**src/shared/nfc_pkg.sv**
```systemverilog
// Purpose: shared constants and types of the NOR flash host controller
// Assumes: 10 MHz hclk, x16 flash with 21 address lines
// Notes:   register offsets are byte addresses on the AHB-Lite slave
package nfc_pkg;

   // clock and timing
   localparam int CLK_PERIOD_NS = 100;
   localparam int PROG_MAX_NS   = 10000;
   // longest time rounds down
   localparam int PROG_MAX_CYC  = PROG_MAX_NS / CLK_PERIOD_NS;
   localparam logic [7:0] PROG_MAX_CNT = 8'(PROG_MAX_CYC);
   // cycles before the ready/busy pin is trusted
   localparam logic [7:0] BUSY_GUARD   = 8'h02;

   // register map
   localparam logic [7:0] REG_CMD    = 8'h00;
   localparam logic [7:0] REG_ADDR   = 8'h04;
   localparam logic [7:0] REG_WDATA  = 8'h08;
   localparam logic [7:0] REG_RDATA  = 8'h0c;
   localparam logic [7:0] REG_STATUS = 8'h10;
   localparam logic [7:0] REG_CONFIG = 8'h14;

   // status and config bit positions
   localparam int ST_BUSY    = 0;
   localparam int ST_DONE    = 1;
   localparam int ST_REFUSED = 2;
   localparam int ST_TIMEOUT = 3;
   localparam int ST_ERASING = 4;
   localparam int ST_SUSPEND = 5;
   localparam int ST_RDY     = 6;
   localparam int ST_WP      = 7;
   localparam int CFG_WP     = 0;
   localparam logic CFG_WP_RESET = 1'b1;

   // device command codes and unlock pattern
   localparam logic [15:0] CMD_SECT    = 16'h0050;
   localparam logic [15:0] CMD_BLOCK   = 16'h0030;
   localparam logic [15:0] CMD_SUSPEND = 16'h00b0;
   localparam logic [15:0] CMD_RESUME  = 16'h0030;
   localparam logic [15:0] CMD_PROG    = 16'h00a0;
   localparam logic [15:0] CMD_ERASE   = 16'h0080;
   localparam logic [15:0] UNLOCK_D1   = 16'h00aa;
   localparam logic [15:0] UNLOCK_D2   = 16'h0055;
   localparam logic [20:0] UNLOCK_A1   = 21'h000555;
   localparam logic [20:0] UNLOCK_A2   = 21'h0002aa;
   localparam logic [15:0] ERASED_WORD = 16'hffff;

   typedef enum logic [2:0] {
      OP_READ   = 3'h0,
      OP_PROG   = 3'h1,
      OP_SECT   = 3'h2,
      OP_BLOCK  = 3'h3,
      OP_SUSP   = 3'h4,
      OP_RESUME = 3'h5
   } nfc_op_type;

   // one bus cycle towards the flash
   typedef struct packed {
      logic        write;
      logic [20:0] addr;
      logic [15:0] data;
   } nfc_cyc_type;

   // flash pins driven by the host
   typedef struct packed {
      logic        ce_n;
      logic        we_n;
      logic        oe_n;
      logic [20:0] addr;
      logic [15:0] dq_o;
      logic        dq_oe;
   } nfc_pins_type;

   function automatic logic [2:0] seq_len(input nfc_op_type op);
      case (op)
         OP_PROG:  seq_len = 3'd4;
         OP_SECT,
         OP_BLOCK: seq_len = 3'd6;
         default:  seq_len = 3'd1;
      endcase
   endfunction

   // idx-th bus cycle of the sequence for op
   function automatic nfc_cyc_type seq_cycle(input nfc_op_type op,
      input logic [2:0] idx, input logic [20:0] a, input logic [15:0] d);
      nfc_cyc_type c;
      logic [15:0] last;
      c.write = 1'b1;
      c.addr  = UNLOCK_A1;
      c.data  = UNLOCK_D1;
      last    = (op == OP_SECT) ? CMD_SECT : CMD_BLOCK;
      case (op)
         OP_READ: begin
            c.write = 1'b0;
            c.addr  = a;
         end
         OP_SUSP: begin
            c.addr = a;
            c.data = CMD_SUSPEND;
         end
         OP_RESUME: begin
            c.addr = a;
            c.data = CMD_RESUME;
         end
         default: begin
            if (idx == 3'd1 || idx == 3'd4) begin
               c.addr = UNLOCK_A2;
               c.data = UNLOCK_D2;
            end else if (idx == 3'd2) begin
               c.data = (op == OP_PROG) ? CMD_PROG : CMD_ERASE;
            end else if (idx == 3'd3 && op == OP_PROG) begin
               c.addr = a;
               c.data = d;
            end else if (idx == 3'd5) begin
               c.addr = a;
               c.data = last;
            end
         end
      endcase
      return c;
   endfunction

endpackage

```
**src/hw/nfc_bus_cycle.sv**
```systemverilog
// Purpose: one asynchronous read or write cycle on the flash pins
// Assumes: flash inputs are synchronous to hclk
// Notes:   strobe is low for two cycles, 200 ns
`timescale 1ns/1ps
module nfc_bus_cycle
   import nfc_pkg::*;
(
   // clock and reset
   input  wire logic         hclk,
   input  wire logic         hresetn,
   // request side
   input  wire logic         req_valid,
   input  wire nfc_cyc_type  req,
   output      logic         done,
   output      logic [15:0]  rdata,
   // flash pins
   output      nfc_pins_type pins,
   input  wire logic [15:0]  dq_i
);

   typedef enum logic [4:0] {
      S_IDLE  = 5'b00001,
      S_SETUP = 5'b00010,
      S_PULSE = 5'b00100,
      S_HOLD  = 5'b01000,
      S_END   = 5'b10000
   } nfc_cyc_state_type;

   localparam nfc_pins_type PINS_IDLE = '{ce_n: 1'b1, we_n: 1'b1,
      oe_n: 1'b1, addr: 21'h000000, dq_o: 16'h0000, dq_oe: 1'b0};

   nfc_cyc_state_type st_q, st_d;
   nfc_pins_type      pins_q, pins_d;
   logic              write_q, write_d;
   logic              done_q, done_d;
   logic [15:0]       rdata_q, rdata_d;

   always_comb begin
      st_d    = st_q;
      pins_d  = pins_q;
      write_d = write_q;
      done_d  = 1'b0;
      rdata_d = rdata_q;
      case (st_q)
         S_IDLE: begin
            if (req_valid) begin
               // address and data settle before any strobe falls
               write_d      = req.write;
               pins_d.ce_n  = 1'b0;
               pins_d.addr  = req.addr;
               pins_d.dq_o  = req.data;
               pins_d.dq_oe = req.write;
               st_d         = S_SETUP;
            end
         end
         S_SETUP: begin
            pins_d.we_n = ~write_q;
            pins_d.oe_n = write_q;
            st_d        = S_PULSE;
         end
         S_PULSE: st_d = S_HOLD;
         S_HOLD: begin
            // rising we latches data; data stays driven one more cycle
            if (!write_q) begin
               rdata_d = dq_i;
            end
            pins_d.we_n = 1'b1;
            pins_d.oe_n = 1'b1;
            st_d        = S_END;
         end
         S_END: begin
            pins_d.ce_n  = 1'b1;
            pins_d.dq_oe = 1'b0;
            done_d       = 1'b1;
            st_d         = S_IDLE;
         end
         default: begin
            pins_d = PINS_IDLE;
            st_d   = S_IDLE;
         end
      endcase
   end

   always_ff @(posedge hclk or negedge hresetn) begin
      if (!hresetn) begin
         st_q    <= S_IDLE;
         pins_q  <= PINS_IDLE;
         write_q <= 1'b0;
         done_q  <= 1'b0;
         rdata_q <= 16'h0000;
      end else begin
         st_q    <= st_d;
         pins_q  <= pins_d;
         write_q <= write_d;
         done_q  <= done_d;
         rdata_q <= rdata_d;
      end
   end

   assign pins  = pins_q;
   assign done  = done_q;
   assign rdata = rdata_q;

endmodule

```
**src/hw/nfc_host.sv**
```systemverilog
// Purpose: AHB-Lite controlled host that drives a parallel NOR flash
// Assumes: single-word transfers, flash pins synchronous to hclk
// Notes:   one command at a time; erase runs on while the host is idle
//
// The implementer's own choices: the placing of the registers and register access over AHB-Lite.
`timescale 1ns/1ps
module nfc_host
   import nfc_pkg::*;
(
   // clock and reset
   input  wire logic         hclk,
   input  wire logic         hresetn,
   // AHB-Lite slave
   input  wire logic         hsel,
   input  wire logic [31:0]  haddr,
   input  wire logic [1:0]   htrans,
   input  wire logic         hwrite,
   input  wire logic [2:0]   hsize,
   input  wire logic [31:0]  hwdata,
   input  wire logic         hready,
   output      logic         hreadyout,
   output      logic [31:0]  hrdata,
   output      logic         hresp,
   // flash pins
   output      nfc_pins_type flash_pins,
   input  wire logic [15:0]  flash_dq_i,
   output      logic         wp_n,
   input  wire logic         ready_busy_n
);

   typedef enum logic [3:0] {
      S_IDLE = 4'b0001,
      S_CHK  = 4'b0010,
      S_SEQ  = 4'b0100,
      S_WAIT = 4'b1000
   } nfc_state_type;

   // bus slave
   logic        wr_pend_q, wr_pend_d;
   logic [7:0]  wa_q, wa_d;
   logic [31:0] hrdata_q, hrdata_d;
   logic        addr_ph;
   logic        cmd_go;
   nfc_op_type  cmd_op;

   // controller
   nfc_state_type state_q, state_d;
   nfc_op_type    op_q, op_d;
   logic [2:0]    idx_q, idx_d;
   logic [20:0]   addr_q, addr_d;
   logic [15:0]   wdata_q, wdata_d;
   logic [15:0]   rdata_q, rdata_d;
   logic [7:0]    cnt_q, cnt_d;
   logic          done_q, done_d;
   logic          refused_q, refused_d;
   logic          timeout_q, timeout_d;
   logic          erasing_q, erasing_d;
   logic          susp_q, susp_d;
   logic          wp_cfg_q, wp_cfg_d;
   logic          wp_q, wp_d;
   logic          req_q, req_d;
   nfc_cyc_type   cyc_q, cyc_d;
   logic          accept;
   logic          eng_done;
   logic [15:0]   eng_rdata;
   logic [7:0]    status;

   assign addr_ph = hsel & hready & htrans[1];
   assign cmd_go  = wr_pend_q & (wa_q == REG_CMD);
   assign cmd_op  = nfc_op_type'(hwdata[2:0]);
   assign status  = {wp_q, ready_busy_n, susp_q, erasing_q, timeout_q,
                     refused_q, done_q, (state_q != S_IDLE)};

   // bus slave: zero wait states, read data registered in address phase
   always_comb begin
      wr_pend_d = addr_ph & hwrite;
      wa_d      = addr_ph ? haddr[7:0] : wa_q;
      hrdata_d  = hrdata_q;
      if (addr_ph && !hwrite) begin
         if (haddr[7:0] == REG_ADDR) begin
            hrdata_d = {11'h000, addr_q};
         end else if (haddr[7:0] == REG_WDATA) begin
            hrdata_d = {16'h0000, wdata_q};
         end else if (haddr[7:0] == REG_RDATA) begin
            hrdata_d = {16'h0000, rdata_q};
         end else if (haddr[7:0] == REG_STATUS) begin
            hrdata_d = {24'h000000, status};
         end else if (haddr[7:0] == REG_CONFIG) begin
            hrdata_d = {31'h00000000, wp_cfg_q};
         end else begin
            hrdata_d = 32'h00000000;
         end
      end
   end

   // which commands the flash can take in its present condition
   always_comb begin
      if (erasing_q && !susp_q) begin
         accept = (cmd_op == OP_SUSP);
      end else if (susp_q) begin
         // no second erase while one is parked
         accept = (cmd_op == OP_READ) || (cmd_op == OP_PROG) ||
                  (cmd_op == OP_RESUME);
      end else begin
         accept = (cmd_op == OP_READ) || (cmd_op == OP_PROG) ||
                  (cmd_op == OP_SECT) || (cmd_op == OP_BLOCK);
      end
   end

   always_comb begin
      state_d   = state_q;
      op_d      = op_q;
      idx_d     = idx_q;
      addr_d    = addr_q;
      wdata_d   = wdata_q;
      rdata_d   = rdata_q;
      cnt_d     = cnt_q;
      done_d    = done_q;
      refused_d = refused_q;
      timeout_d = timeout_q;
      erasing_d = erasing_q;
      susp_d    = susp_q;
      wp_cfg_d  = wp_cfg_q;
      wp_d      = wp_q;
      req_d     = 1'b0;
      cyc_d     = cyc_q;
      if (wr_pend_q && state_q == S_IDLE) begin
         if (wa_q == REG_ADDR) begin
            addr_d = hwdata[20:0];
         end else if (wa_q == REG_WDATA) begin
            wdata_d = hwdata[15:0];
         end else if (wa_q == REG_CONFIG) begin
            wp_cfg_d = hwdata[CFG_WP];
         end
      end
      case (state_q)
         S_IDLE: begin
            if (erasing_q && !susp_q && ready_busy_n) begin
               erasing_d = 1'b0;
            end
            if (!cmd_go) begin
               wp_d = wp_cfg_q;
            end else if (!accept) begin
               refused_d = 1'b1;
               done_d    = 1'b1;
            end else begin
               done_d    = 1'b0;
               refused_d = 1'b0;
               timeout_d = 1'b0;
               op_d      = cmd_op;
               idx_d     = 3'd0;
               req_d     = 1'b1;
               if (cmd_op == OP_PROG) begin
                  // look at the target word before touching it
                  cyc_d   = seq_cycle(OP_READ, 3'd0, addr_q, wdata_q);
                  state_d = S_CHK;
               end else begin
                  cyc_d   = seq_cycle(cmd_op, 3'd0, addr_q, wdata_q);
                  state_d = S_SEQ;
               end
            end
         end
         S_CHK: begin
            if (eng_done) begin
               if (eng_rdata == ERASED_WORD) begin
                  req_d   = 1'b1;
                  cyc_d   = seq_cycle(op_q, 3'd0, addr_q, wdata_q);
                  state_d = S_SEQ;
               end else begin
                  refused_d = 1'b1;
                  done_d    = 1'b1;
                  state_d   = S_IDLE;
               end
            end
         end
         S_SEQ: begin
            if (eng_done) begin
               if (op_q == OP_READ) begin
                  rdata_d = eng_rdata;
                  done_d  = 1'b1;
                  state_d = S_IDLE;
               end else if (idx_q == seq_len(op_q) - 3'd1) begin
                  cnt_d = 8'h00;
                  if (op_q == OP_SECT || op_q == OP_BLOCK) begin
                     erasing_d = 1'b1;
                     done_d    = 1'b1;
                     state_d   = S_IDLE;
                  end else if (op_q == OP_RESUME) begin
                     susp_d  = 1'b0;
                     done_d  = 1'b1;
                     state_d = S_IDLE;
                  end else begin
                     state_d = S_WAIT;
                  end
               end else begin
                  idx_d = idx_q + 3'd1;
                  req_d = 1'b1;
                  cyc_d = seq_cycle(op_q, idx_q + 3'd1, addr_q, wdata_q);
               end
            end
         end
         S_WAIT: begin
            cnt_d = cnt_q + 8'h01;
            if (cnt_q >= BUSY_GUARD && ready_busy_n) begin
               done_d  = 1'b1;
               susp_d  = susp_q | (op_q == OP_SUSP);
               state_d = S_IDLE;
            end else if (op_q == OP_PROG && cnt_q >= PROG_MAX_CNT) begin
               // device overran its program bound; give the bus back
               timeout_d = 1'b1;
               done_d    = 1'b1;
               state_d   = S_IDLE;
            end
         end
         default: state_d = S_IDLE;
      endcase
   end

   always_ff @(posedge hclk or negedge hresetn) begin
      if (!hresetn) begin
         wr_pend_q <= 1'b0;
         wa_q      <= 8'h00;
         hrdata_q  <= 32'h00000000;
         state_q   <= S_IDLE;
         op_q      <= OP_READ;
         idx_q     <= 3'd0;
         addr_q    <= 21'h000000;
         wdata_q   <= 16'h0000;
         rdata_q   <= 16'h0000;
         cnt_q     <= 8'h00;
         done_q    <= 1'b0;
         refused_q <= 1'b0;
         timeout_q <= 1'b0;
         erasing_q <= 1'b0;
         susp_q    <= 1'b0;
         wp_cfg_q  <= CFG_WP_RESET;
         wp_q      <= CFG_WP_RESET;
         req_q     <= 1'b0;
         cyc_q     <= '0;
      end else begin
         wr_pend_q <= wr_pend_d;
         wa_q      <= wa_d;
         hrdata_q  <= hrdata_d;
         state_q   <= state_d;
         op_q      <= op_d;
         idx_q     <= idx_d;
         addr_q    <= addr_d;
         wdata_q   <= wdata_d;
         rdata_q   <= rdata_d;
         cnt_q     <= cnt_d;
         done_q    <= done_d;
         refused_q <= refused_d;
         timeout_q <= timeout_d;
         erasing_q <= erasing_d;
         susp_q    <= susp_d;
         wp_cfg_q  <= wp_cfg_d;
         wp_q      <= wp_d;
         req_q     <= req_d;
         cyc_q     <= cyc_d;
      end
   end

   nfc_bus_cycle u_cycle (
      .hclk      (hclk),
      .hresetn   (hresetn),
      .req_valid (req_q),
      .req       (cyc_q),
      .done      (eng_done),
      .rdata     (eng_rdata),
      .pins      (flash_pins),
      .dq_i      (flash_dq_i)
   );

   assign hreadyout = 1'b1;
   assign hresp     = 1'b0;
   assign hrdata    = hrdata_q;
   assign wp_n      = wp_q;

   // checks
   logic [2:0] wr_cnt_q;

   always_ff @(posedge hclk or negedge hresetn) begin
      if (!hresetn) begin
         wr_cnt_q <= 3'd0;
      end else if (state_q == S_IDLE) begin
         wr_cnt_q <= 3'd0;
      end else if (req_q && cyc_q.write) begin
         wr_cnt_q <= wr_cnt_q + 3'd1;
      end
   end
endmodule

```
**config.mk**
```make
export PLATFORM = sky130hd
export DESIGN_NAME = nfc_host
export DESIGN_NICKNAME = d
export VERILOG_FILES = /design/src/shared/nfc_pkg.sv /design/src/hw/nfc_bus_cycle.sv /design/src/hw/nfc_host.sv
export SDC_FILE = /design/constraint.sdc
export NUM_CORES = 1
export LEC_CHECK = 0
export ABC_AREA = 1
export BUFFER_PORTS_ARGS = -buffer_cell sky130_fd_sc_hd__buf_2
export CAP_MARGIN = 25
export CORE_ASPECT_RATIO = 1.5
export CORE_UTILIZATION = 40
export CTS_CLUSTER_DIAMETER = 80
export DETAILED_ROUTE_END_ITERATION = 12
export GPL_TIMING_DRIVEN = 0
export PLACE_DENSITY = 0.71
export SLEW_MARGIN = 20
export SYNTH_ARGS = -nofsm -noshare
export SYNTH_HDL_FRONTEND = slang
export SYNTH_SLANG_ARGS = --single-unit
```
**constraint.sdc**
```tcl
create_clock -name hclk -period 1.9 [get_ports hclk]
set_clock_uncertainty 0.15 [all_clocks]
set_input_delay 0.095 -clock hclk [delete_from_list [all_inputs] [get_ports hclk]]
set_output_delay 0.095 -clock hclk [all_outputs]
set_load 0.03 [all_outputs]
```
==> results by stage, run 1 <==
Timing:
- Setup slack on the critical path of the routed design comes to -85.7 ps.
- The clock period minus final worst setup slack is just under 2000 ps.
- The worst-case headroom to the max-slew limit is 0.556.
- The top achievable clock speed is 504 MHz.
- The number of hold violations in the final report is 0.
- The total count of max-transition violations in the final report was 0.
- The worst hold slack across all endpoints is approximately 55 ps.
- Setup violations remaining at the end of the flow were counted as 64.
- Setup repair after global routing could not meet its margin everywhere.
- The total negative setup slack is -2570 ps.
- The slew at the pin closest to its max-slew limit is between 600 and 700 ps.
- The ratio of final minimum period to clock period is 1.05.

Logic synthesis:
- Ranked by total cell area, the synthesized netlist is headed by sky130_fd_sc_hd__dfrtp_1, sky130_fd_sc_hd__nand2_1, sky130_fd_sc_hd__o21ai_0.
- The share of synthesized area in the top cell type comes to 0.515.
- The post-synthesis cell count is 1,224.
- Of the synthesized area, sequential elements account for 0.533.
- Counting flops with a built-in enable in the synthesized netlist gives 0.
- The mean cell area of the mapped netlist is 8.11 um^2.
- Yosys mapped the design onto 42 distinct sky130hd cell types.
- For this run, the number of Yosys warnings is 0.
- For this run, asynchronously set or reset flops after synthesis account for 1.00.
- The leading area contributor after synthesis is sky130_fd_sc_hd__dfrtp_1.
- The predominant post-synthesis flop cell is sky130_fd_sc_hd__dfrtp_1.
- Counting instances in the post-synthesis netlist gives the leading cell types as sky130_fd_sc_hd__nand2_1, sky130_fd_sc_hd__dfrtp_1, sky130_fd_sc_hd__o21ai_0.
- sky130_fd_sc_hd__nand2_1 is the most common cell in the netlist.
- The post-synthesis register bit count is 211.
- After synthesis the cells add up to between 9000 and 10,000 um^2.

GRT:
- In the global route stage, met3 resource usage came out at 0.0292.
- The global-route met2 utilization is 0.395.
- The sum of overflow across all layers after global routing is 0.
- The number of antenna violations at the first check in global routing is 0.
- The total routing usage reported by global routing is 0.225.
- The first global-routing pass estimated 45.0 mm of wire.
- The number of global-route vias before repair is between 9,000 and 10,000.
- Entering global routing, the biggest net connects between 100 and 150 pins.
- The routing layer with the top usage in global route is met2.
- For this run, global-route usage on met1 was measured as 0.263.

CTS:
- The cell sitting at the root of the clock tree is a sky130_fd_sc_hd__clkbuf_16.
- In this run the number of H-tree levels came out at 1.
- The clock insertion delay at the later pin of the skew report is roughly 520 ps.
- The largest buffer count on any clock path is 3.
- TritonCTS built the clock tree.
- The clock transition at the registers of the reported paths is 60 ps.
- The tree built by TritonCTS fans out to 211 sinks.
- The number of clock buffers added by TritonCTS is 22.

Critical path:
- The critical path is of the reg2reg type.
- In this run the critical register-to-register path is launched from op_q[1].
- The most critical setup path has its startpoint at op_q[1].
- Data arrives at the worst endpoint at about 2200 ps.
- The required time of the worst setup path is 2150 ps.
- The setup slack on the worst flop-to-flop path is -90 ps.
- STA classifies the critical path endpoint as a flip-flop.
- The largest fanout on the critical path is 6.
- The worst setup path is launched from a flip-flop.

Final layout:
- The total number of nets in the final design is approximately 1,600.
- The total of fill cells in the finished design is between 2,000 and 2,500.
- The post-synthesis to final-layout area growth is 38.2%.
- For this run, the share of the core covered by cells in the final layout is 0.563.
- The area of the multi-input gates is roughly 4600 um^2.
- The layout cell share with drive strength beyond 1 is 0.282.
- Once layout is done, the placed cells without fillers occupy between 10,000 and 15,000 um^2.
- The sequential cells in the finished layout cover a total of 5300 um^2.
- The finished layout holds 1,838 standard cells, fillers aside.
- 0 antenna diodes ended up in the layout.

Floorplan:
- The initial standard-cell utilization of the core is 0.408.
- The vertical die dimension is about 190 um.
- The area of the die is 25,500 um^2.
- The die span in x is between 100 and 150 um.
- The core region is between 20,000 and 25,000 um^2.
- In this run the core area contains 70 standard-cell rows.
- In this run the count of I/O pins placed on the die edge is roughly 170.

Pwr:
- IR analysis of the VDD net gives a maximum drop of a little over 0.8 mV.
- For this design the static power due to leakage is 7.01 nW.
- The power density of the placed cells is about 1300 nW/um^2.
- Power comes to 18.2 mW.

Placement:
- The number of cells after detailed placement is 1,675.
- The number of I/O port buffers is between 100 and 150.
- At the end of routability-driven placement, the weighted congestion stood at a little under 0.9.
- The worst slack after detailed placement is -378 ps.
- After detailed placement, the total cell area comes to about 11,000 um^2.
- Summed over all nets, the half-perimeter wirelength after detailed placement is 19.8 mm.

Status:
- The run finished, with violations left.
- The final reports fail on setup timing.

Drt:
- After detailed routing, the average wire length per cell comes to roughly 16 um.
- The number of antenna-violating nets in the routed design is 0.
- The first-iteration detailed-routing DRC count is roughly 600.
- The routed wire length is 29.6 mm.
- The total vias in the final route is ~9,200.
- The via density per instance is 5.02.
- After detailed routing, the number of remaining DRC violations is 0.
- The first TritonRoute pass finished after 5 iterations.

Job:
- The max-capacitance violation count is 0.

Hold path:
- The type of the worst min-delay path is in2async.
power by group:
part / internal [mW] / switching (mW) / total [mW]
sequential: 5.53 / 0.699 / 6.23
combinational: 3.00 / 4.70 / 7.70
clock: 2.50 / 1.81 / 4.31
total: 11.0 / 7.21 / 18.2
layer usage:
metal / vias up / part of all wire
li1: 4489 / -
met1: 4346 / 0.38
met2: 302 / 0.52
met3: 97 / 0.046
met4: 0 / 0.058
met5: - / 0
final timing paths:
check,endpoint,depth (start not counted)
max,cyc_q[1],13
min,cnt_q[1],3
max reg2reg,cyc_q[1],13
min reg2reg,u_cycle.st_q[0],1
max in group asynchronous,state_q[2],3
min in group hclk,hrdata[0],6
layout by cell type, fill, tap and decap left out, types with 22 or more instances in the layout:
| cell type | synthesis | layout |
|---|---|---|
| sky130_fd_sc_hd__a21oi_1 | 39 | 36 |
| sky130_fd_sc_hd__buf_2 | 10 | 122 |
| sky130_fd_sc_hd__buf_4 | 17 | 65 |
| sky130_fd_sc_hd__clkbuf_16 | 0 | 24 |
| sky130_fd_sc_hd__dfrtp_1 | 204 | 198 |
| sky130_fd_sc_hd__dlygate4sd3_1 | 0 | 57 |
| sky130_fd_sc_hd__inv_1 | 104 | 97 |
| sky130_fd_sc_hd__nand2_1 | 393 | 361 |
| sky130_fd_sc_hd__nand2_2 | 7 | 22 |
| sky130_fd_sc_hd__nand3_1 | 100 | 61 |
| sky130_fd_sc_hd__nand3_2 | 4 | 32 |
| sky130_fd_sc_hd__nor2_1 | 66 | 56 |
| sky130_fd_sc_hd__o21ai_0 | 144 | 125 |
state kept, by name, summed over array words and instances (netlist names), 4 cells and up:
register,flops
u_cycle.pins,41
cyc_q,38
addr_q,21
hrdata,21
rdata_q,16
u_cycle.rdata,16
wdata_q,16
cnt_q,8
wa_q,8
u_cycle.st_q,5
state_q,4
area by class of cell:
type / instances / area share
Clock buffer: 31 / 0.0441
Timing Repair inverter: 1 / 0.000456
Inverter: 115 / 0.0335
Sequential cell: 211 / 0.386
Timing Repair Buffer: 236 / 0.129
Clock inverter: 9 / 0.00803
Tap cell: 324 / 0.0296
Buffer: 60 / 0.0328
Multi-Input combinational cell: 851 / 0.336
critical path: stages, from the launching register on:
cell and delay (ps):
sky130_fd_sc_hd__dfrtp_2 440, sky130_fd_sc_hd__inv_2 100, sky130_fd_sc_hd__nand2_4 60, sky130_fd_sc_hd__nor2_4 120
sky130_fd_sc_hd__nand2_1 60, sky130_fd_sc_hd__nand2_1 70, sky130_fd_sc_hd__nand3_2 130, sky130_fd_sc_hd__nand2_2 130
sky130_fd_sc_hd__nand2_4 80, sky130_fd_sc_hd__nand2_8 140, sky130_fd_sc_hd__clkinv_8 90, sky130_fd_sc_hd__clkbuf_16 170
sky130_fd_sc_hd__nand2_2 70, sky130_fd_sc_hd__nand2_1 50
logic make-up after synthesis:
kind of cell | after synthesis | synth area share
multiplexers | 2 | 0.00227
adder cells (fa/ha/maj) | 6 | 0.00757
XOR/XNOR | 6 | 0.00530
AND/OR/NAND/NOR | 602 | 0.258
AO/OA/AOI/OAI | 219 | 0.116
other | 2 | 0.000757
flip-flops | 211 | 0.533
buffers and inverters | 176 | 0.0770
repair_timing:
| action | CTS | global route |
|---|---|---|
| pin swaps | 17 | 48 |
| buffers inserted | 31 | 26 |
| endpoints found under the hold margin | 295 | 0 |
| cloned | 3 | 8 |
| hold buffers | 57 | 0 |
| endpoints found under the setup margin | 156 | 170 |
| resized for setup | 99 | 179 |
No activity file was read; power rests on OpenSTA's default activity.
==> run 2, diff against run 1 <==
--- a/config.mk
+++ b/config.mk
@@ -6,15 +6,17 @@
 export NUM_CORES = 1
 export LEC_CHECK = 0
 export ABC_AREA = 1
-export BUFFER_PORTS_ARGS = -buffer_cell sky130_fd_sc_hd__buf_2
+export BUFFER_PORTS_ARGS = -buffer_cell sky130_fd_sc_hd__buf_4
 export CAP_MARGIN = 25
 export CORE_ASPECT_RATIO = 1.5
 export CORE_UTILIZATION = 40
 export CTS_CLUSTER_DIAMETER = 80
+export CTS_CLUSTER_SIZE = 30
 export DETAILED_ROUTE_END_ITERATION = 12
 export GPL_TIMING_DRIVEN = 0
 export PLACE_DENSITY = 0.71
 export SLEW_MARGIN = 20
 export SYNTH_ARGS = -nofsm -noshare
 export SYNTH_HDL_FRONTEND = slang
+export SYNTH_HIERARCHICAL = 1
 export SYNTH_SLANG_ARGS = --single-unit
==> results by stage, run 2 <==
GRT:
- The largest net degree at the start of global routing came to 102 (-1.9%).
- The global-route wire length before repair is 46.1 mm (+2.5%).
- The met3 usage in global routing came to 0.0228 (-0.00635).
- The global routing usage on met1 is 0.247 (-0.0162).
- The number of global-route vias before repair is 9,123 (+0.63%).
- The total routing usage reported by global routing is 0.218 (-0.00712).
- In this run the most used layer during global routing was met2.
- The global-route met2 utilization is 0.411 (+0.0160).
- The sum of overflow across all layers after global routing came to 0 (unchanged).
- The number of antenna violations at the first check in global routing was 0 (unchanged).

Critical path:
- The largest fanout on the critical path is 6 (unchanged).
- The required time of the worst setup path is 2140 ps (about the same).
- The type of origin of the critical path is a flip-flop.
- The nature of the critical path endpoint is a flip-flop.
- The worst setup path is of the reg2reg kind.
- The data arrival time of the critical path is 2210 ps (-30 ps).

Final layout:
- The post-synthesis to final-layout area growth is 29.5%.
- The register area is 5300 um^2 (about the same).
- The number of inserted diodes came to 0 (unchanged).
- The area of the multi-input gates is 4500 um^2 (-2.5%).
- The library cells used most frequently in the layout, excluding fill and tap cells, are sky130_fd_sc_hd__nand2_1, sky130_fd_sc_hd__dfrtp_1, sky130_fd_sc_hd__buf_4.
- The most frequent standard cell in the layout excluding fill and tap cells is sky130_fd_sc_hd__nand2_1.
- The layout cell share with drive strength beyond 1 is 0.237 (-0.0447).
- The total number of nets in the final design is 1,631 (+2.3%).
- The post-route cell area came to 13,500 um^2 (-1.6%).
- The flip-flop count of the largest register, all copies and words added came to 41 (unchanged).
- The total of fill cells in the finished design is 2,393 (+9.6%).
- The core occupancy in the finished layout is 0.526 (-0.0374).

Logic synthesis:
- The post-synthesis cell area is 10,400 um^2 (+5.0%).
- The library cell with the highest instance count after synthesis is sky130_fd_sc_hd__nand2_1.
- The number of enable flip-flop cells after synthesis is 0 (unchanged).
- Sorting the synthesized cells by how often they occur yields sky130_fd_sc_hd__nand2_1, sky130_fd_sc_hd__dfrtp_1, sky130_fd_sc_hd__inv_1.
- The post-synthesis register bit count came to 211 (unchanged).
- The number of warnings printed during yosys synthesis came to 6 (+6).
- The share of synthesized flip-flops with an asynchronous set or reset is 1.00 (unchanged).
- The post-synthesis cell count was 1,290 (+5.4%).
- Of all cell types, the one taking the most synthesized area is sky130_fd_sc_hd__dfrtp_1.
- The mean cell area of the mapped netlist was 8.08 um^2 (-0.37%).
- The number of different library cells in the post-synthesis netlist is 46 (+9.5%).
- The share of synthesized area occupied by flip-flops and latches came to 0.508 (-0.0254).
- The top cell type's share of synthesized area was 0.490 (-0.0245).
- The predominant post-synthesis flop cell is sky130_fd_sc_hd__dfrtp_1.
- Ranked by total cell area, the synthesized netlist is headed by sky130_fd_sc_hd__dfrtp_1, sky130_fd_sc_hd__nand2_1, sky130_fd_sc_hd__nand3_1.

Drt:
- The length of the first detailed-routing pass in iterations is 5 (unchanged).
- The routed wire length is 29.6 mm (+0.12%).
- The total DRC errors in the routed layout is 0 (unchanged).
- The total vias in the final route is 9,337 (+1.1%).
- The via density per instance is 4.99 (-0.67%).
- The number of antenna-violating nets in the routed design was 0 (unchanged).
- The first-iteration detailed-routing DRC count was 604 (+2.0%).
- The detail-routed net length per standard cell was 15.8 um (-1.6%).

CTS:
- The number of buffers added by the clock tree synthesis step is 11 (-50%).
- The buffer cell driving the clock tree root is sky130_fd_sc_hd__clkbuf_16.
- The CTS tree is yes.
- The largest buffer count on any clock path was 3 (unchanged).
- The clock insertion delay at the later pin of the skew report is 490 ps (-30 ps).
- The H-tree level count is 1 (unchanged).
- The clock transition at the registers of the reported paths came to 120 ps (+60 ps).
- The count of clock tree sinks came to 211 (unchanged).

Timing:
- The clock period minus final worst setup slack is 1980 ps (-10.3 ps).
- The total setup violations reported at the end of the flow is 36 (-44%).
- Setup repair after global routing could not meet its margin everywhere.
- The slew at the pin closest to its max-slew limit was 562 ps (-101 ps).
- The ratio of final minimum period to clock period is 1.04 (-0.00542).
- The top achievable clock speed is 506 MHz (+0.52%).
- The worst hold slack across all endpoints was 41.0 ps (-13.6 ps).
- The worst-case headroom to the max-slew limit is 0.622 (+0.0654).
- The minimum setup slack in the final design came to -75.4 ps (+10.3 ps).
- The total count of max-transition violations in the final report is 0 (unchanged).
- The number of hold violations in the final report is 0 (unchanged).

Floorplan:
- The area inside the core boundary is 25,700 um^2 (+5.4%).
- The initial standard-cell utilization of the core is 0.406 (-0.00170).
- The floorplan row count came to 72 (+2.9%).
- The area of the die is 26,700 um^2 (+4.9%).
- The boundary pin count came to 167 (unchanged).
- The die span in x was 134 um (+2.4%).
- The vertical die dimension is 200 um (+2.4%).

Pwr:
- The standby leakage power was 7.02 nW (+0.11%).
- The highest ir drop seen on vdd is 0.827 mV (+0.52%).
- The power density of the placed cells came to 1210 nW/um^2 (-8.8%).

Placement:
- The worst slack after detailed placement is -346 ps (+32.1 ps).
- The post-DP HPWL is 21.4 mm (+8.3%).
- The placer congestion estimate is 0.892 (+1.2%).
- The placed instance area is 11,800 um^2 (+7.1%).
- The number of I/O port buffers was 113 (-0.88%).

Hold path:
- The tightest min-delay check is of the in2reg type.

Job:
- The max-capacitance violation count was 0 (unchanged).

Status:
- The final reports fail on setup timing.
- The flow ran to the end, but the final reports show violations.
==> run 2: cell types whose count changed after synthesis, sizes merged, moves of 6 or more <==
cell / delta
o22ai: +11
nand3: +20
nor2: +51
o21ai: -45
buf: +9
inv: +34
nand2: +6
clkbuf: -10
a21oi: -7
mux2: +10
==> run 2: worst paths after layout <==
kind                                 start          endpoint  slack [ps]  depth (start not counted)
max in group asynchronous          hresetn          cnt_q[7]         250                          4
min reg2reg                u_cycle/write_q  u_cycle/pins[39]         300                          1
max reg2reg                     state_q[0]         cyc_q[10]         -80                         11
max                             state_q[0]         cyc_q[10]         -80                         11
min in group asynchronous          hresetn  u_cycle/pins[31]         500                          3
min                               haddr[6]         hrdata[0]          40                          6
==> run 2: area by class of cell <==
type                            count  share of cell area
Clock inverter                      2             0.00241
Buffer                             59              0.0343
Clock buffer                       15              0.0215
Timing Repair Buffer              221               0.142
Tap cell                          333              0.0309
Sequential cell                   211               0.393
Multi-Input combinational cell    880               0.333
Inverter                          150              0.0428
==> run 2: kinds of logic after synthesis <==
family | after synthesis | share of synthesized area
compound gates | 169 | 0.0897
flops | 211 | 0.508
mux | 12 | 0.0130
buf+inv | 210 | 0.0933
other cells | 2 | 0.000721
fa+ha+maj | 6 | 0.00721
simple gates | 673 | 0.283
xor+xnor | 7 | 0.00588
==> run 2: stage by stage <==
stage,power (mW),cells,setup TNS [ps]
6_report,16.4,1871,-1670
4_1_cts,15.8,1850,-891
3_3_place_gp,12.4,1747,-194780
3_5_place_dp,12.6,1749,-26860
2_1_floorplan,10.7,1301,0
5_1_grt,17.4,1871,-6470
==> run 2: critical path: stages (launching register included) <==
cell and delay [ps]:
sky130_fd_sc_hd__dfstp_2 580, sky130_fd_sc_hd__inv_2 70, sky130_fd_sc_hd__nand3_4 110, sky130_fd_sc_hd__nand2_4 110, sky130_fd_sc_hd__nand2_4 80, sky130_fd_sc_hd__nand3_4 90, sky130_fd_sc_hd__nor2_4 160, sky130_fd_sc_hd__nand2_4 110
sky130_fd_sc_hd__buf_12 170, sky130_fd_sc_hd__clkbuf_16 160, sky130_fd_sc_hd__nand2_2 60, sky130_fd_sc_hd__o21ai_2 40
==> run 2: report_power, final <==
| part | switching [mW] | internal (mW) |
|---|---|---|
| combinational | 4.47 | 3.05 |
| sequential | 0.687 | 5.50 |
| clock | 1.53 | 1.13 |
| total | 6.69 | 9.68 |
==> run 2: layer usage <==
| layer | vias up | wire, um |
|---|---|---|
| met5 | - | 0 |
| met4 | 0 | 1220 |
| met3 | 75 | 1330 |
| met2 | 285 | 15800 |
| met1 | 4444 | 11200 |
| li1 | 4533 | - |
==> run 2: timing repair <==
action,in CTS,in global routing
pin swaps,20,26
buffers inserted,29,18
gates cloned,0,4
endpoints found under the hold margin,276,0
hold buffers,55,0
endpoints found under the setup margin,107,115
gates resized for setup,77,57
==> run 3, diff against run 2 <==
--- a/config.mk
+++ b/config.mk
@@ -6,15 +6,15 @@
 export NUM_CORES = 1
 export LEC_CHECK = 0
 export ABC_AREA = 1
-export BUFFER_PORTS_ARGS = -buffer_cell sky130_fd_sc_hd__buf_4
 export CAP_MARGIN = 25
 export CORE_ASPECT_RATIO = 1.5
 export CORE_UTILIZATION = 40
 export CTS_CLUSTER_DIAMETER = 80
 export CTS_CLUSTER_SIZE = 30
 export DETAILED_ROUTE_END_ITERATION = 12
+export DONT_BUFFER_PORTS = 1
 export GPL_TIMING_DRIVEN = 0
-export PLACE_DENSITY = 0.71
+export PLACE_DENSITY = 0.63
 export SLEW_MARGIN = 20
 export SYNTH_ARGS = -nofsm -noshare
 export SYNTH_HDL_FRONTEND = slang
==> constraint.sdc (replaced) <==
create_clock -name hclk -period 2.2 [get_ports hclk]
set_clock_uncertainty 0.15 [all_clocks]
set_input_delay 0.11 -clock hclk [delete_from_list [all_inputs] [get_ports hclk]]
set_output_delay 0.11 -clock hclk [all_outputs]
set_load 0.03 [all_outputs]
==> results by stage, run 3 (synthesized netlist as in run 2, its figures left out) <==
GRT:
- The sum of overflow across all layers after global routing came to 0 (unchanged).
- The global-route wire length before repair is 43.1 mm (-6.5%).
- The met3 usage in global routing is 0.0294 (+0.00660).
- The largest net degree at the start of global routing came to 212 (+110%).
- The global routing usage on met1 came to 0.241 (-0.00555).
- The number of antenna violations at the first check in global routing is 0 (unchanged).
- The global-route met2 utilization is 0.373 (-0.0382).
- The total routing usage reported by global routing came to 0.206 (-0.0119).
- The number of global-route vias before repair is 8,183 (-10%).
- The routing layer with the top usage in global route is met2.

Final layout:
- The post-route cell area is 11,900 um^2 (-12%).
- The core occupancy in the finished layout was 0.465 (-0.0607).
- The total number of nets in the final design is 1,470 (-9.9%).
- The layout cell share with drive strength beyond 1 was 0.115 (-0.123).
- The most frequent standard cell in the layout excluding fill and tap cells is sky130_fd_sc_hd__nand2_1.
- The post-synthesis to final-layout area growth is 14.6%.
- The non-filler instance count after layout came to 1,711 (-8.6%).
- The flip-flop count of the largest register, all copies and words added came to 41 (unchanged).
- Leaving out fill and tap cells, the most frequent cells in the layout are sky130_fd_sc_hd__nand2_1, sky130_fd_sc_hd__dfrtp_1, sky130_fd_sc_hd__inv_1.
- The number of inserted diodes came to 0 (unchanged).
- The total of fill cells in the finished design is 2,593 (+8.4%).

Pwr:
- The power density of the placed cells was 1090 nW/um^2 (-10%).
- The clock network fraction of total power is 0.205 (+0.043).
- The internal power was 7.76 mW (-20%).
- The post-route total power is 13.0 mW (-20%).
- The part of the power in combinational logic is 0.344 (-0.116).
- The part of the power in registers was 0.451 (+0.073).
- The standby leakage power is 6.13 nW (-13%).
- The fraction of power spent switching nets is 0.404 (-0.00450).
- The highest ir drop seen on vdd was 0.462 mV (-44%).
- The switching power summed over all nets came to 5.26 mW (-21%).

CTS:
- The H-tree level count is 1 (unchanged).
- The hold buffer count at CTS was 55 (unchanged).
- The count of clock tree sinks is 211 (unchanged).
- TritonCTS built the clock tree.
- The clock transition at the registers of the reported paths came to 110 ps (about the same).
- The largest buffer count on any clock path is 3 (unchanged).
- The root buffer cell chosen for the clock tree is sky130_fd_sc_hd__clkbuf_16.
- The clock insertion delay at the later pin of the skew report is 500 ps (about the same).
- The number of buffers added by the clock tree synthesis step came to 12 (+1).

Drt:
- The total vias in the final route was 8,470 (-9.3%).
- The length of the first detailed-routing pass in iterations is 5 (unchanged).
- The number of antenna-violating nets in the routed design is 0 (unchanged).
- The via density per instance came to 4.95 (-0.80%).
- The routed wire length was 27.3 mm (-7.9%).
- The total DRC errors in the routed layout came to 0 (unchanged).
- The first-iteration detailed-routing DRC count is 428 (-29%).
- The detail-routed net length per standard cell is 15.9 um (+0.76%).

Critical path:
- STA classifies the critical path endpoint as a flip-flop.
- Traced cell by cell, the critical path runs through inv_1, nor2_1, nand2_4, nor2_2, nand2_1, clkbuf_2, nand2_1, o21ai_0.
- The largest fanout on the critical path is 10 (+4).
- The delay of the slowest cell on the worst path is 550 ps (-30 ps).
- The dominant delay contributor by cell family on the critical path is simple AND/OR/NAND/NOR gates.
- The data arrival time of the critical path is 2280 ps (+70 ps).
- Among all stages on the critical path, the largest delay is contributed by sky130_fd_sc_hd__dfstp_2.
- The critical path is of the reg2reg type.
- The type of origin of the critical path is a flip-flop.
- The most frequent cell on the critical path is sky130_fd_sc_hd__nand2_1.
- The buffering stage count on the worst path with inverters included came to 2 (-1).
- The required time of the worst setup path was 2390 ps (+250 ps).
- The setup slack on the worst flop-to-flop path is 110 ps (+190 ps).

Timing:
- The ratio of final minimum period to clock period is 0.948 (-0.0916).
- The minimum setup slack in the final design is 114 ps (+190 ps).
- The total count of max-transition violations in the final report is 0 (unchanged).
- The worst-case headroom to the max-slew limit is 0.592 (-0.0294).
- Setup repair after global routing left no endpoint under its margin.
- The total setup violations reported at the end of the flow is 0 (-100%).
- The number of hold violations in the final report was 211 (+211).
- The worst hold slack across all endpoints is -848 ps (-889 ps).
- The clock period minus final worst setup slack was 2090 ps (+110 ps).
- The slew at the pin closest to its max-slew limit is 612 ps (+49.3 ps).
- The top achievable clock speed is 479 MHz (-5.3%).

Placement:
- The placer congestion estimate was 0.863 (-3.3%).
- The number of cells after detailed placement is 1,634 (-6.6%).
- The number of I/O port buffers is 0 (-100%).
- The placed instance area was 10,900 um^2 (-7.7%).
- The post-DP HPWL came to 20.6 mm (-3.6%).
- The worst slack after detailed placement is -57.6 ps (+288 ps).

Floorplan:
- The boundary pin count was 167 (unchanged).
- The area inside the core boundary is 25,700 um^2 (unchanged).
- The area of the die is 26,700 um^2 (unchanged).
- The initial standard-cell utilization of the core came to 0.406 (unchanged).
- The vertical die dimension is 200 um (unchanged).
- The floorplan row count is 72 (unchanged).
- The die span in x is 134 um (unchanged).

Hold path:
- The tightest min-delay check is of the in2async type.

Status:
- The checks that failed: hold timing.
- The flow ran to the end, but the final reports show violations.

Job:
- The max-capacitance violation count is 0 (unchanged).
-- run 3: changes by cell type in the layout (fill, tap and decap cells not counted), moves of 5 or more --
| cell | change |
|---|---|
| sky130_fd_sc_hd__nand2_1 | +16 |
| sky130_fd_sc_hd__nor2_4 | -5 |
| sky130_fd_sc_hd__nand2_2 | -6 |
| sky130_fd_sc_hd__inv_1 | +6 |
| sky130_fd_sc_hd__o21ai_1 | -10 |
| sky130_fd_sc_hd__a21oi_1 | +5 |
| sky130_fd_sc_hd__buf_6 | -5 |
| sky130_fd_sc_hd__buf_4 | -155 |
| sky130_fd_sc_hd__nand2_4 | -10 |
| sky130_fd_sc_hd__nor2_1 | +6 |
| sky130_fd_sc_hd__a21oi_2 | -5 |
| sky130_fd_sc_hd__o21ai_0 | +10 |
-- run 3: worst paths after layout --
path                                 startpoint          endpoint  depth (start not counted)
max in group asynchronous               hresetn        state_q[0]                          0
worst min-delay path                    hresetn  u_cycle/pins[33]                          0
worst max-delay path                 state_q[0]         addr_q[3]                          8
min in group hclk                     hwdata[2]            done_q                          6
worst max register to register       state_q[0]         addr_q[3]                          8
worst min register to register  u_cycle/write_q  u_cycle/pins[39]                          1
-- run 3: final cells by class --
class / instances / area (um^2) / area share
Tap cell: 333 / 417 / 0.0349
Timing Repair Buffer: 58 / 573 / 0.0480
Inverter: 150 / 568 / 0.0476
Sequential cell: 211 / 5290 / 0.443
Clock buffer: 14 / 329 / 0.0276
Clock inverter: 5 / 86.3 / 0.00723
Multi-Input combinational cell: 880 / 4260 / 0.357
Buffer: 60 / 414 / 0.0347
-- run 3: per-stage QoR --
stage | TNS, ps | hold slack [ps]
after global placement | 0 | -331
after detailed placement | -625 | -332
after CTS | 0 | -865
final | 0 | -848
after global routing | 0 | -867
after floorplan | 0 | -336
-- run 3: routing by layer --
layer  share of wire  wire, um
met1            0.39     10700
met2            0.52     14200
met3           0.049      1350
met4           0.041      1110
met5               0         0
-- run 3: power groups by stage --
stage / logic (mW) / clock network, mW / registers, mW
3_3_place_gp: 4.30 / 0 / 5.95
4_1_cts: 4.48 / 2.75 / 5.89
6_report: 4.47 / 2.67 / 5.87
3_5_place_dp: 4.36 / 0 / 5.97
5_1_grt: 5.11 / 2.87 / 5.99
2_1_floorplan: 3.49 / 0 / 5.72
-- run 3: worst reg2reg max path, delay by kind of cell, from the launching register on --
family	cells	cell delay (ps)
buffers and inverters	2	350
AOI/OAI and AO/OA	1	80
and+or+nand+nor	5	840
DFF	1	550
-- run 3: repair_timing --
action / 4_1_cts / 5_1_grt
pin swaps: 0 / 2
resized for setup: 3 / 23
buffers inserted: 0 / 3
endpoints found under the setup margin: 18 / 79
endpoints found under the hold margin: 290 / 211
